## src/rgn_pkg.sv

```systemverilog
// Purpose: constants and types for the regenerative repeater channel
// Assumes: 10 MHz system clock, line Mark = 1, Space = 0
// Notes:   rates held in centi-baud so fractional rates stay exact
package rgn_pkg;

  // ****************************************
  // clock and timing
  // ****************************************
  localparam longint CLK_HZ        = 10_000_000;
  localparam int     CLK_PERIOD_NS = 100;
  localparam int     NCO_W         = 24;
  localparam int     OVS           = 128;
  localparam int     EXT_DIV       = 256;
  localparam logic [6:0] PH_CENTRE = 7'h40;
  localparam logic [6:0] PH_LAST   = 7'h7F;
  localparam int     LONG_MARK_S   = 1;
  localparam longint LONG_MARK_CYC = LONG_MARK_S * CLK_HZ;
  localparam int     WIN_CHARS     = 50;
  localparam logic [3:0] HITS_LO   = 4'h2;
  localparam logic [3:0] HITS_HI   = 4'h5;
  localparam logic [2:0] MISS_LIMIT = 3'h3;
  localparam logic [7:0] LOSS_BITS = 8'h40;

  // internal oscillator per rate setting, hertz
  localparam longint OSC_HZ0 = 76_800;
  localparam longint OSC_HZ1 = 93_237;
  localparam longint OSC_HZ2 = 125_217;
  localparam longint OSC_HZ3 = 152_016;
  // synchronous and start-stop rate of each setting, centi-baud
  localparam longint SYN_CB0 = 3750;
  localparam longint SYN_CB1 = 6110;
  localparam longint SYN_CB2 = 7500;
  localparam longint SYN_CB3 = 15000;
  localparam longint SS_CB0  = 4550;
  localparam longint SS_CB1  = 7420;
  localparam longint SS_CB2  = 7500;
  localparam longint SS_CB3  = 15000;

  // ****************************************
  // register map and reset values
  // ****************************************
  localparam logic [3:0] ADDR_CTRL   = 4'h0;
  localparam logic [3:0] ADDR_CFG    = 4'h1;
  localparam logic [3:0] ADDR_STATUS = 4'h2;
  localparam logic [7:0] CTRL_RST    = 8'h00;
  localparam logic [7:0] CFG_RST     = 8'h00;

  function automatic logic [NCO_W-1:0] nco_inc(input longint cbaud);
    longint v;
    v = (cbaud * OVS * (longint'(1) << NCO_W)) / (100 * CLK_HZ);
    return v[NCO_W-1:0];
  endfunction : nco_inc

  typedef enum logic [3:0] {
    FR_IDLE  = 4'h1,
    FR_START = 4'h2,
    FR_DATA  = 4'h4,
    FR_STOP  = 4'h8
  } frame_e;

  typedef struct packed {
    logic [7:0] addr_unused;
    logic [3:0] addr;
    logic [7:0] wdata;
    logic       wr;
    logic       rd;
  } bus_req_s;

  typedef struct packed {
    logic [NCO_W:0] nco_s;
    logic [NCO_W:0] nco_a;
    logic           ext_half;
    logic [6:0]     phase;
    logic           prev_in;
    logic           edge_pend;
    logic [6:0]     edge_ph;
    logic           edge_in_bit;
    logic [7:0]     quiet_bits;
    logic           sync_lost;
    logic           sync_bit;
    frame_e         fr;
    logic [6:0]     fr_cnt;
    logic [3:0]     fr_bits;
    logic [2:0]     miss;
    logic [3:0]     hits;
    logic [1:0]     consec;
    logic [5:0]     win_chars;
    logic [3:0]     win_bits;
    logic [23:0]    mark_cnt;
    logic           ss_mode;
    logic           pend_v;
    logic           pend_ss;
    logic           out;
    logic [7:0]     ctrl;
    logic [7:0]     cfg;
    logic [7:0]     rd_data;
  } state_s;

endpackage : rgn_pkg

```

## src/regen_repeater.sv

```systemverilog
// Purpose: one regenerative telegraph repeater channel with auto mode
// Assumes: line_in, ext_tick and bus strobes synchronous to clk_sys
// Notes:   CTRL[1:0] rate, [2] external timing, [3] manual, [4] manual s/s
//          CFG[1:0] code level 5..8, [2] mark hold, [3] high noise threshold
`timescale 1ns/1ns

// Functional notes
// - external timing: divide external oscillator by 256 per bit
// - four internal oscillator rates, one per rate setting
// - synchronous phase correction moves timing one 128th of a bit
// - synchronisation logic runs on a 128x bit-rate timing tick
// - auto mode: Mark held one second or longer selects start-stop
// - auto mode: start-stop pattern within 50 characters selects start-stop
// - auto mode: characters at the selected start-stop rate select start-stop
// - auto mode: missing Mark rest between characters selects synchronous
// - manual mode: ignore detection, use the manual mode select input
// - mark hold: force Mark over the whole stop interval
// - Space pulse of half a bit or less never starts a character
// - tolerate 45 percent marking or spacing distortion
// - output transitions within one percent of a bit of ideal
// - static setting picks one of two noise switching thresholds
// - lost synchronous signal inhibits output to steady Mark
// - start-stop codes of 5, 6, 7 or 8 data levels
module regen_repeater
#(
  parameter int unsigned LONG_MARK = 32'(rgn_pkg::LONG_MARK_CYC)
)(
  input  wire logic        clk_sys,
  input  wire logic        rst_b,
  input  wire logic        ce,
  input  wire logic        line_in,
  input  wire logic        ext_tick,
  input  wire logic [3:0]  addr,
  input  wire logic [7:0]  wdata,
  input  wire logic        wr,
  input  wire logic        rd,
  output      logic [7:0]  rd_data,
  output      logic        line_out,
  output      logic        ss_mode,
  output      logic        sync_lost
);
  import rgn_pkg::*;

  // ****************************************
  // rate constants
  // ****************************************
  localparam logic [NCO_W-1:0] INC_S0 = nco_inc(SYN_CB0);
  localparam logic [NCO_W-1:0] INC_S1 = nco_inc(SYN_CB1);
  localparam logic [NCO_W-1:0] INC_S2 = nco_inc(SYN_CB2);
  localparam logic [NCO_W-1:0] INC_S3 = nco_inc(SYN_CB3);
  localparam logic [NCO_W-1:0] INC_A0 = nco_inc(SS_CB0);
  localparam logic [NCO_W-1:0] INC_A1 = nco_inc(SS_CB1);
  localparam logic [NCO_W-1:0] INC_A2 = nco_inc(SS_CB2);
  localparam logic [NCO_W-1:0] INC_A3 = nco_inc(SS_CB3);
  localparam logic [23:0] LONG_MARK_W = LONG_MARK[23:0];

  state_s st_r;
  state_s st_nxt;

  logic [NCO_W-1:0] inc_s;
  logic [NCO_W-1:0] inc_a;
  logic             tick_s;
  logic             tick_a;
  logic [7:0]       ph_sum;
  logic             wrap;
  logic [3:0]       nbits;
  logic [3:0]       hit_thr;
  logic             fr_valid;
  logic             fr_miss;
  logic             mark_hold;
  logic             manual;
  logic             ext_on;

  always_comb
  begin
    unique case (st_r.ctrl[1:0])
      2'h0:
      begin
        inc_s = INC_S0;
        inc_a = INC_A0;
      end
      2'h1:
      begin
        inc_s = INC_S1;
        inc_a = INC_A1;
      end
      2'h2:
      begin
        inc_s = INC_S2;
        inc_a = INC_A2;
      end
      2'h3:
      begin
        inc_s = INC_S3;
        inc_a = INC_A3;
      end
    endcase
  end

  assign ext_on    = st_r.ctrl[2];
  assign manual    = st_r.ctrl[3];
  assign mark_hold = st_r.cfg[2];
  assign nbits     = 4'h5 + {2'h0, st_r.cfg[1:0]};
  assign hit_thr   = st_r.cfg[3] ? HITS_HI : HITS_LO;

  // ****************************************
  // next state
  // ****************************************
  always_comb
  begin
    st_nxt   = st_r;
    tick_s   = 1'b0;
    tick_a   = 1'b0;
    ph_sum   = 8'h00;
    wrap     = 1'b0;
    fr_valid = 1'b0;
    fr_miss  = 1'b0;

    // 128x ticks: NCO stands in for the oscillator divider chain
    st_nxt.nco_s = {1'b0, st_r.nco_s[NCO_W-1:0]} + {1'b0, inc_s};
    st_nxt.nco_a = {1'b0, st_r.nco_a[NCO_W-1:0]} + {1'b0, inc_a};
    if (ext_on)
    begin
      // 256x external clock halved gives the 128x tick
      if (ext_tick)
        st_nxt.ext_half = ~st_r.ext_half;
      tick_s = ext_tick & st_r.ext_half;
      tick_a = tick_s;
    end
    else
    begin
      tick_s = st_r.nco_s[NCO_W];
      tick_a = st_r.nco_a[NCO_W];
    end

    // ****************************************
    // synchronous bit timing
    // ****************************************
    st_nxt.prev_in = line_in;
    if (line_in != st_r.prev_in)
    begin
      st_nxt.edge_pend = 1'b1;
      st_nxt.edge_ph   = st_r.phase;
    end
    if (tick_s)
    begin
      // one step early or late per tick, never a jump
      ph_sum = {1'b0, st_r.phase} + 8'h01;
      if (st_r.edge_pend && st_r.edge_ph != 7'h00)
      begin
        if (st_r.edge_ph < PH_CENTRE)
          ph_sum = {1'b0, st_r.phase};
        else
          ph_sum = {1'b0, st_r.phase} + 8'h02;
      end
      if (st_r.edge_pend)
      begin
        st_nxt.edge_pend   = (line_in != st_r.prev_in);
        st_nxt.edge_in_bit = 1'b1;
      end
      st_nxt.phase = ph_sum[6:0];
      wrap = ph_sum[7];
      if (st_r.phase == PH_CENTRE)
        st_nxt.sync_bit = line_in;
    end

    if (wrap)
    begin
      // phase keeps running with no input, so reconnection is in step
      st_nxt.edge_in_bit = 1'b0;
      if (st_r.edge_in_bit)
      begin
        st_nxt.quiet_bits = 8'h00;
        st_nxt.sync_lost  = 1'b0;
      end
      else if (st_r.quiet_bits == LOSS_BITS)
        st_nxt.sync_lost = 1'b1;
      else
        st_nxt.quiet_bits = st_r.quiet_bits + 8'h01;
      if (!st_r.ss_mode)
        st_nxt.out = st_nxt.sync_lost ? 1'b1 : st_r.sync_bit;
      // character window at synchronous cadence
      if (st_r.win_bits == nbits + 4'h1)
      begin
        st_nxt.win_bits = 4'h0;
        if (st_r.win_chars == 6'(WIN_CHARS - 1))
        begin
          st_nxt.win_chars = 6'h00;
          st_nxt.hits      = 4'h0;
        end
        else
          st_nxt.win_chars = st_r.win_chars + 6'h01;
      end
      else
        st_nxt.win_bits = st_r.win_bits + 4'h1;
    end

    // ****************************************
    // start-stop framer
    // ****************************************
    if (tick_a)
    begin
      unique case (st_r.fr)
        FR_IDLE:
        begin
          if (!line_in)
          begin
            st_nxt.fr     = FR_START;
            st_nxt.fr_cnt = 7'h00;
          end
        end
        FR_START:
        begin
          st_nxt.fr_cnt = st_r.fr_cnt + 7'h01;
          if (line_in)
            st_nxt.fr = FR_IDLE;
          else if (st_r.fr_cnt == PH_CENTRE)
          begin
            st_nxt.fr      = FR_DATA;
            st_nxt.fr_cnt  = 7'h00;
            st_nxt.fr_bits = 4'h0;
            if (st_r.ss_mode)
              st_nxt.out = 1'b0;
          end
        end
        FR_DATA:
        begin
          st_nxt.fr_cnt = st_r.fr_cnt + 7'h01;
          if (st_r.fr_cnt == PH_LAST)
          begin
            st_nxt.fr_bits = st_r.fr_bits + 4'h1;
            if (st_r.ss_mode)
              st_nxt.out = line_in;
            if (st_r.fr_bits == nbits - 4'h1)
              st_nxt.fr = FR_STOP;
          end
        end
        FR_STOP:
        begin
          // last data element must stand a full bit, so no Mark before the stop sample
          st_nxt.fr_cnt = st_r.fr_cnt + 7'h01;
          if (st_r.fr_cnt == PH_LAST)
          begin
            st_nxt.fr = FR_IDLE;
            fr_valid  = line_in;
            fr_miss   = ~line_in;
            if (st_r.ss_mode)
              st_nxt.out = mark_hold ? 1'b1 : line_in;
          end
        end
      endcase
    end

    // ****************************************
    // mode detection
    // ****************************************
    if (!line_in)
      st_nxt.mark_cnt = 24'h000000;
    else if (st_r.mark_cnt != LONG_MARK_W)
      st_nxt.mark_cnt = st_r.mark_cnt + 24'h000001;

    if (fr_valid)
    begin
      st_nxt.miss = 3'h0;
      if (st_r.consec != 2'h3)
        st_nxt.consec = st_r.consec + 2'h1;
      if (st_r.hits != 4'hF)
        st_nxt.hits = st_r.hits + 4'h1;
    end
    if (fr_miss)
    begin
      st_nxt.consec = 2'h0;
      if (st_r.miss != MISS_LIMIT)
        st_nxt.miss = st_r.miss + 3'h1;
    end

    if (!st_r.ss_mode)
    begin
      // any one condition is enough
      if (st_r.mark_cnt == LONG_MARK_W
          || st_r.hits >= hit_thr
          || st_r.consec >= 2'h2)
      begin
        st_nxt.pend_v  = 1'b1;
        st_nxt.pend_ss = 1'b1;
      end
    end
    else if (st_r.miss == MISS_LIMIT)
    begin
      st_nxt.pend_v  = 1'b1;
      st_nxt.pend_ss = 1'b0;
    end

    // automatic switch only between characters and on a bit boundary; the manual switch below acts at once
    if (st_r.pend_v && wrap && st_r.fr == FR_IDLE)
    begin
      st_nxt.ss_mode = st_r.pend_ss;
      st_nxt.pend_v  = 1'b0;
      st_nxt.hits    = 4'h0;
      st_nxt.consec  = 2'h0;
      st_nxt.miss    = 3'h0;
      st_nxt.out     = 1'b1;
    end

    if (manual)
    begin
      st_nxt.pend_v = 1'b0;
      if (st_r.ss_mode != st_r.ctrl[4])
      begin
        st_nxt.ss_mode = st_r.ctrl[4];
        st_nxt.out     = 1'b1;
      end
    end

    // ****************************************
    // register port
    // ****************************************
    st_nxt.rd_data = 8'h00;
    if (wr)
    begin
      unique case (addr)
        ADDR_CTRL: st_nxt.ctrl = wdata;
        ADDR_CFG:  st_nxt.cfg  = {4'h0, wdata[3:0]};
        default:   st_nxt.ctrl = st_r.ctrl;
      endcase
    end
    if (rd)
    begin
      unique case (addr)
        ADDR_CTRL:   st_nxt.rd_data = st_r.ctrl;
        ADDR_CFG:    st_nxt.rd_data = st_r.cfg;
        ADDR_STATUS: st_nxt.rd_data = {4'h0, line_in, st_r.pend_v,
                                       st_r.sync_lost, st_r.ss_mode};
        default:     st_nxt.rd_data = 8'h00;
      endcase
    end
  end

  // ****************************************
  // state register
  // ****************************************
  always_ff @(posedge clk_sys or negedge rst_b)
  begin
    if (!rst_b)
    begin
      st_r          <= '0;
      st_r.fr       <= FR_IDLE;
      st_r.prev_in  <= 1'b1;
      st_r.out      <= 1'b1;
      st_r.ctrl     <= CTRL_RST;
      st_r.cfg      <= CFG_RST;
    end
    else if (ce)
      st_r <= st_nxt;
  end

  assign rd_data   = st_r.rd_data;
  assign line_out  = st_r.out;
  assign ss_mode   = st_r.ss_mode;
  assign sync_lost = st_r.sync_lost;

endmodule : regen_repeater

```

## config.mk

```make
export PLATFORM = sky130hd
export DESIGN_NAME = regen_repeater
export DESIGN_NICKNAME = d
export VERILOG_FILES = /design/src/rgn_pkg.sv /design/src/regen_repeater.sv
export SDC_FILE = /design/constraint.sdc
export NUM_CORES = 1
export LEC_CHECK = 0
export BUFFER_PORTS_ARGS = -buffer_cell sky130_fd_sc_hd__buf_2
export CAP_MARGIN = 20
export CORE_MARGIN = 2
export CORE_UTILIZATION = 45
export CTS_CLUSTER_DIAMETER = 100
export DETAILED_ROUTE_END_ITERATION = 16
export PLACE_DENSITY_LB_ADDON = 0.3
export SLEW_MARGIN = 20
export SYNTH_ARGS = -nofsm -noshare
export SYNTH_HDL_FRONTEND = slang
export SYNTH_SLANG_ARGS = --single-unit
```

## constraint.sdc

```tcl
create_clock -name clk_sys -period 3.2 [get_ports clk_sys]
set_input_delay 0.64 -clock clk_sys [delete_from_list [all_inputs] [get_ports clk_sys]]
set_output_delay 0.64 -clock clk_sys [all_outputs]
set_load 0.01 [all_outputs]
```

==> results.py <==
metrics = {
    "outcome": {
        "run_status": "completed",
    },
    "grt": {
        "grt_start_max_net_pins": 62,
        "busiest_layer": "met2",
        "grt_pass1_wl_um": 33660,
        "globalRouteMet1Util": 0.2681,
        "grt_use_met2": 0.2938,
        "use_met3": 0.03190,
        "antenna_found_initial": 0,
        "grt_pass1_vias": 6840,
        "grt_overflow_total": 0,
        "track_usage": 0.1872,
    },
    "final_layout": {
        "syn_to_final_growth_pct": 11.30,
        "fin_area_um2": 10440,
        "drive_gt1_frac": 0.1299,
        "final_util": 0.5124,
        "final_cells": 1286,
        "layout_commonest_cell": "dfrtp_1",
        "layout_common_cells": "156 x dfrtp_1, 89 x nor2_1, 87 x nand2_1",
        "num_antenna_cells": 0,
        "num-nets-final": 1075,
    },
    "routing": {
        "wl_per_cell_um": 15.15,
        "routed_wl_um": 19480,
        "detail-route-antenna-nets": 0,
        "first_pass_iters": 5,
        "drtIter0Drc": 372,
        "via_per_inst": 5.610,
        "vias": 7215,
        "drc": 0,
    },
    "synthesis": {
        "synth-edff-count": 0,
        "synth_cell_types": 71,
        "ys_top_cells_by_area": "dfrtp_1 42%, ha_1 6.8%, mux2_2 4.6%",
        "syn_nets": 1052,
        "synth_top_area_frac": 0.4191,
        "synth_area_leader_cell": "dfrtp_1",
        "postSynthAreaPerCell_um2": 9.567,
        "async_flop_share": 1.000,
        "synth-seq-cells": 160,
        "synthFlopType": "dfrtp_1",
        "postSynthCellCount": 980,
        "synth_warnings": 0,
        "ys_seq_area_frac": 0.4275,
        "netlist_area_um2": 9375,
    },
    "pwr": {
        "p_leak_nw": 4.543,
        "peakVddDrop_mv": 0.4080,
        "p_per_area_nw_per_um2": 721.1,
        "power_mw": 7.525,
    },
    "floorplanning": {
        "core-area_um2": 20360,
        "row_count": 52,
        "num_io_pins": 30,
        "die-height_um": 148.3,
        "die_w_um": 148.3,
        "die_area_um2": 22000,
        "start_util": 0.4604,
    },
    "cts": {
        "cts_tree": "built",
        "clk_latency_ns": 0.44,
        "ctsHoldBuffers": 0,
        "clk_pin_slew_ns": 0.08,
        "root_buffer": "clkbuf_16",
        "cts_buffer_depth": 2,
        "cts_inserted_buffers": 17,
        "cts_sinks": 160,
        "htreeDepth": 4,
    },
    "critical_path": {
        "end_kind": "register",
        "critPathArrivalTime_ns": 3.28,
        "cp_max_fo": 5,
        "r2r_setup_slack_ns": 0.23,
        "cp.required_ns": 3.51,
        "path_class": "register to register",
        "critPathLaunchType": "register",
    },
    "timing": {
        "fin_ws_ns": 0.2309,
        "worst_slew_pin_slew_ns": 0.7603,
        "drv_slew": 0,
        "fmax_mhz": 336.8,
        "final.period_utilization": 0.9278,
        "finalSetupViolCount": 0,
        "hold_viol_final": 0,
        "slew_headroom": 0.4860,
        "skew_ns": 0.01444,
        "min_period_ns": 2.969,
    },
    "placed_design": {
        "placed_cells": 1252,
        "place_area_um2": 9797,
        "globalplace.congestion": 0.8412,
        "dp_hpwl_um": 13800,
        "pre_cts_slack_ns": 0.01210,
        "io_buffers": 29,
    },
    "min_path": {
        "hold_class": "input port to async pin",
    },
    "job": {
        "maxCapViolations": 0,
    },
}
sequential cells by signal, indices dropped and copies added, names as in the netlist:
| signal | count |
|---|---|
| line_out | 1 |
| ext_on | 1 |
| sync_lost | 1 |
| mark_hold | 1 |
| st_r | 146 |
| manual | 1 |
| rd_data | 8 |
| ss_mode | 1 |
path summary, 6_finish.rpt:
| kind | from | endpoint | depth (start not counted) |
|---|---|---|---|
| worst max-delay path | st_r[16] | st_r[135] | 10 |
| worst min-delay path | rst_b | st_r[22] | 1 |
| worst max register to register | st_r[16] | st_r[135] | 10 |
| worst min register to register | st_r[135] | st_r[135] | 1 |
| max in group asynchronous | rst_b | st_r[105] | 2 |
| min in group clk_sys | wdata[7] | st_r[23] | 2 |
worst max-delay path: stages (launching register included):
cell and delay, ns:
dfrtp_2 0.44, buf_4 0.15, ha_1 0.20, or2_2 0.32
ha_1 0.35, a2111oi_0 0.41, o21ai_1 0.20, a22o_1 0.27
a31oi_2 0.28, nor3_1 0.09, xor2_1 0.14
repair_timing:
item,CTS,global route
gates resized for setup,2,10
setup buffers,0,2
pin swaps,0,2
endpoints found under the setup margin,6,18
metal layers:
layer,share of wire,routed length (um),vias up
li1,-,-,3614
met1,0.51,9840,3510
met2,0.46,8920,73
met3,0.025,493,18
met4,0.012,229,0
met5,0,0,-
per-stage QoR:
step                hold WS, ns  setup TNS (ns)
floorplan                0.3444               0
global placement         0.4507               0
detailed placement       0.4621               0
CTS                      0.1791               0
global route             0.1990       -0.004069
finish                   0.1573               0
final cells by class:
| cell class | count | area, um2 |
|---|---|---|
| clock buffers | 18 | 429.2 |
| clock inverters | 14 | 140.1 |
| fillers | 1887 | 9930 |
| repair buffers | 42 | 274.0 |
| well taps | 270 | 337.8 |
| flip-flops and latches | 160 | 4009 |
| inverters | 39 | 146.4 |
| multi-input cells | 743 | 5099 |
where the power goes:
| part | switching, mW | total, mW | internal [mW] | leakage (nW) |
|---|---|---|---|---|
| combinational | 1.47 | 2.72 | 1.25 | 2.25 |
| sequential | 0.394 | 2.82 | 2.43 | 2.02 |
| clock | 0.951 | 1.99 | 1.04 | 0.274 |
| total | 2.81 | 7.53 | 4.71 | 4.54 |
cells by family after synthesis:
family	count (synthesis)	share of synthesized area
simple gates	342	0.1827
xor+xnor	66	0.06166
fa+ha+maj	53	0.07233
buf+inv	77	0.03430
flops	160	0.4275
mux	45	0.05312
compound gates	237	0.1684
cell usage after synthesis (all sizes together), types with 4 or more instances:
cell type,number
dfrtp,157
nor2,89
nand2,87
o21ai,68
ha,51
a21oi,47
inv,38
mux2,38
xnor2,37
nand3,36
xor2,29
clkbuf,26
nor3,20
and3,18
nand4,16
a211oi,14
a21o,12
buf,12
a22o,10
o31ai,10
nand2b,9
o2bb2ai,9
nor3b,8
o211ai,8
mux2i,7
nor2b,7
and2,6
nor4b,6
o21a,6
or3,6
nand3b,5
nor4,5
nor4bb,5
o311ai,5
or2,5
or4,5
a211o,4
a21boi,4
a31oi,4
and4,4
o22ai,4
(Power assumes the default switching activity.)
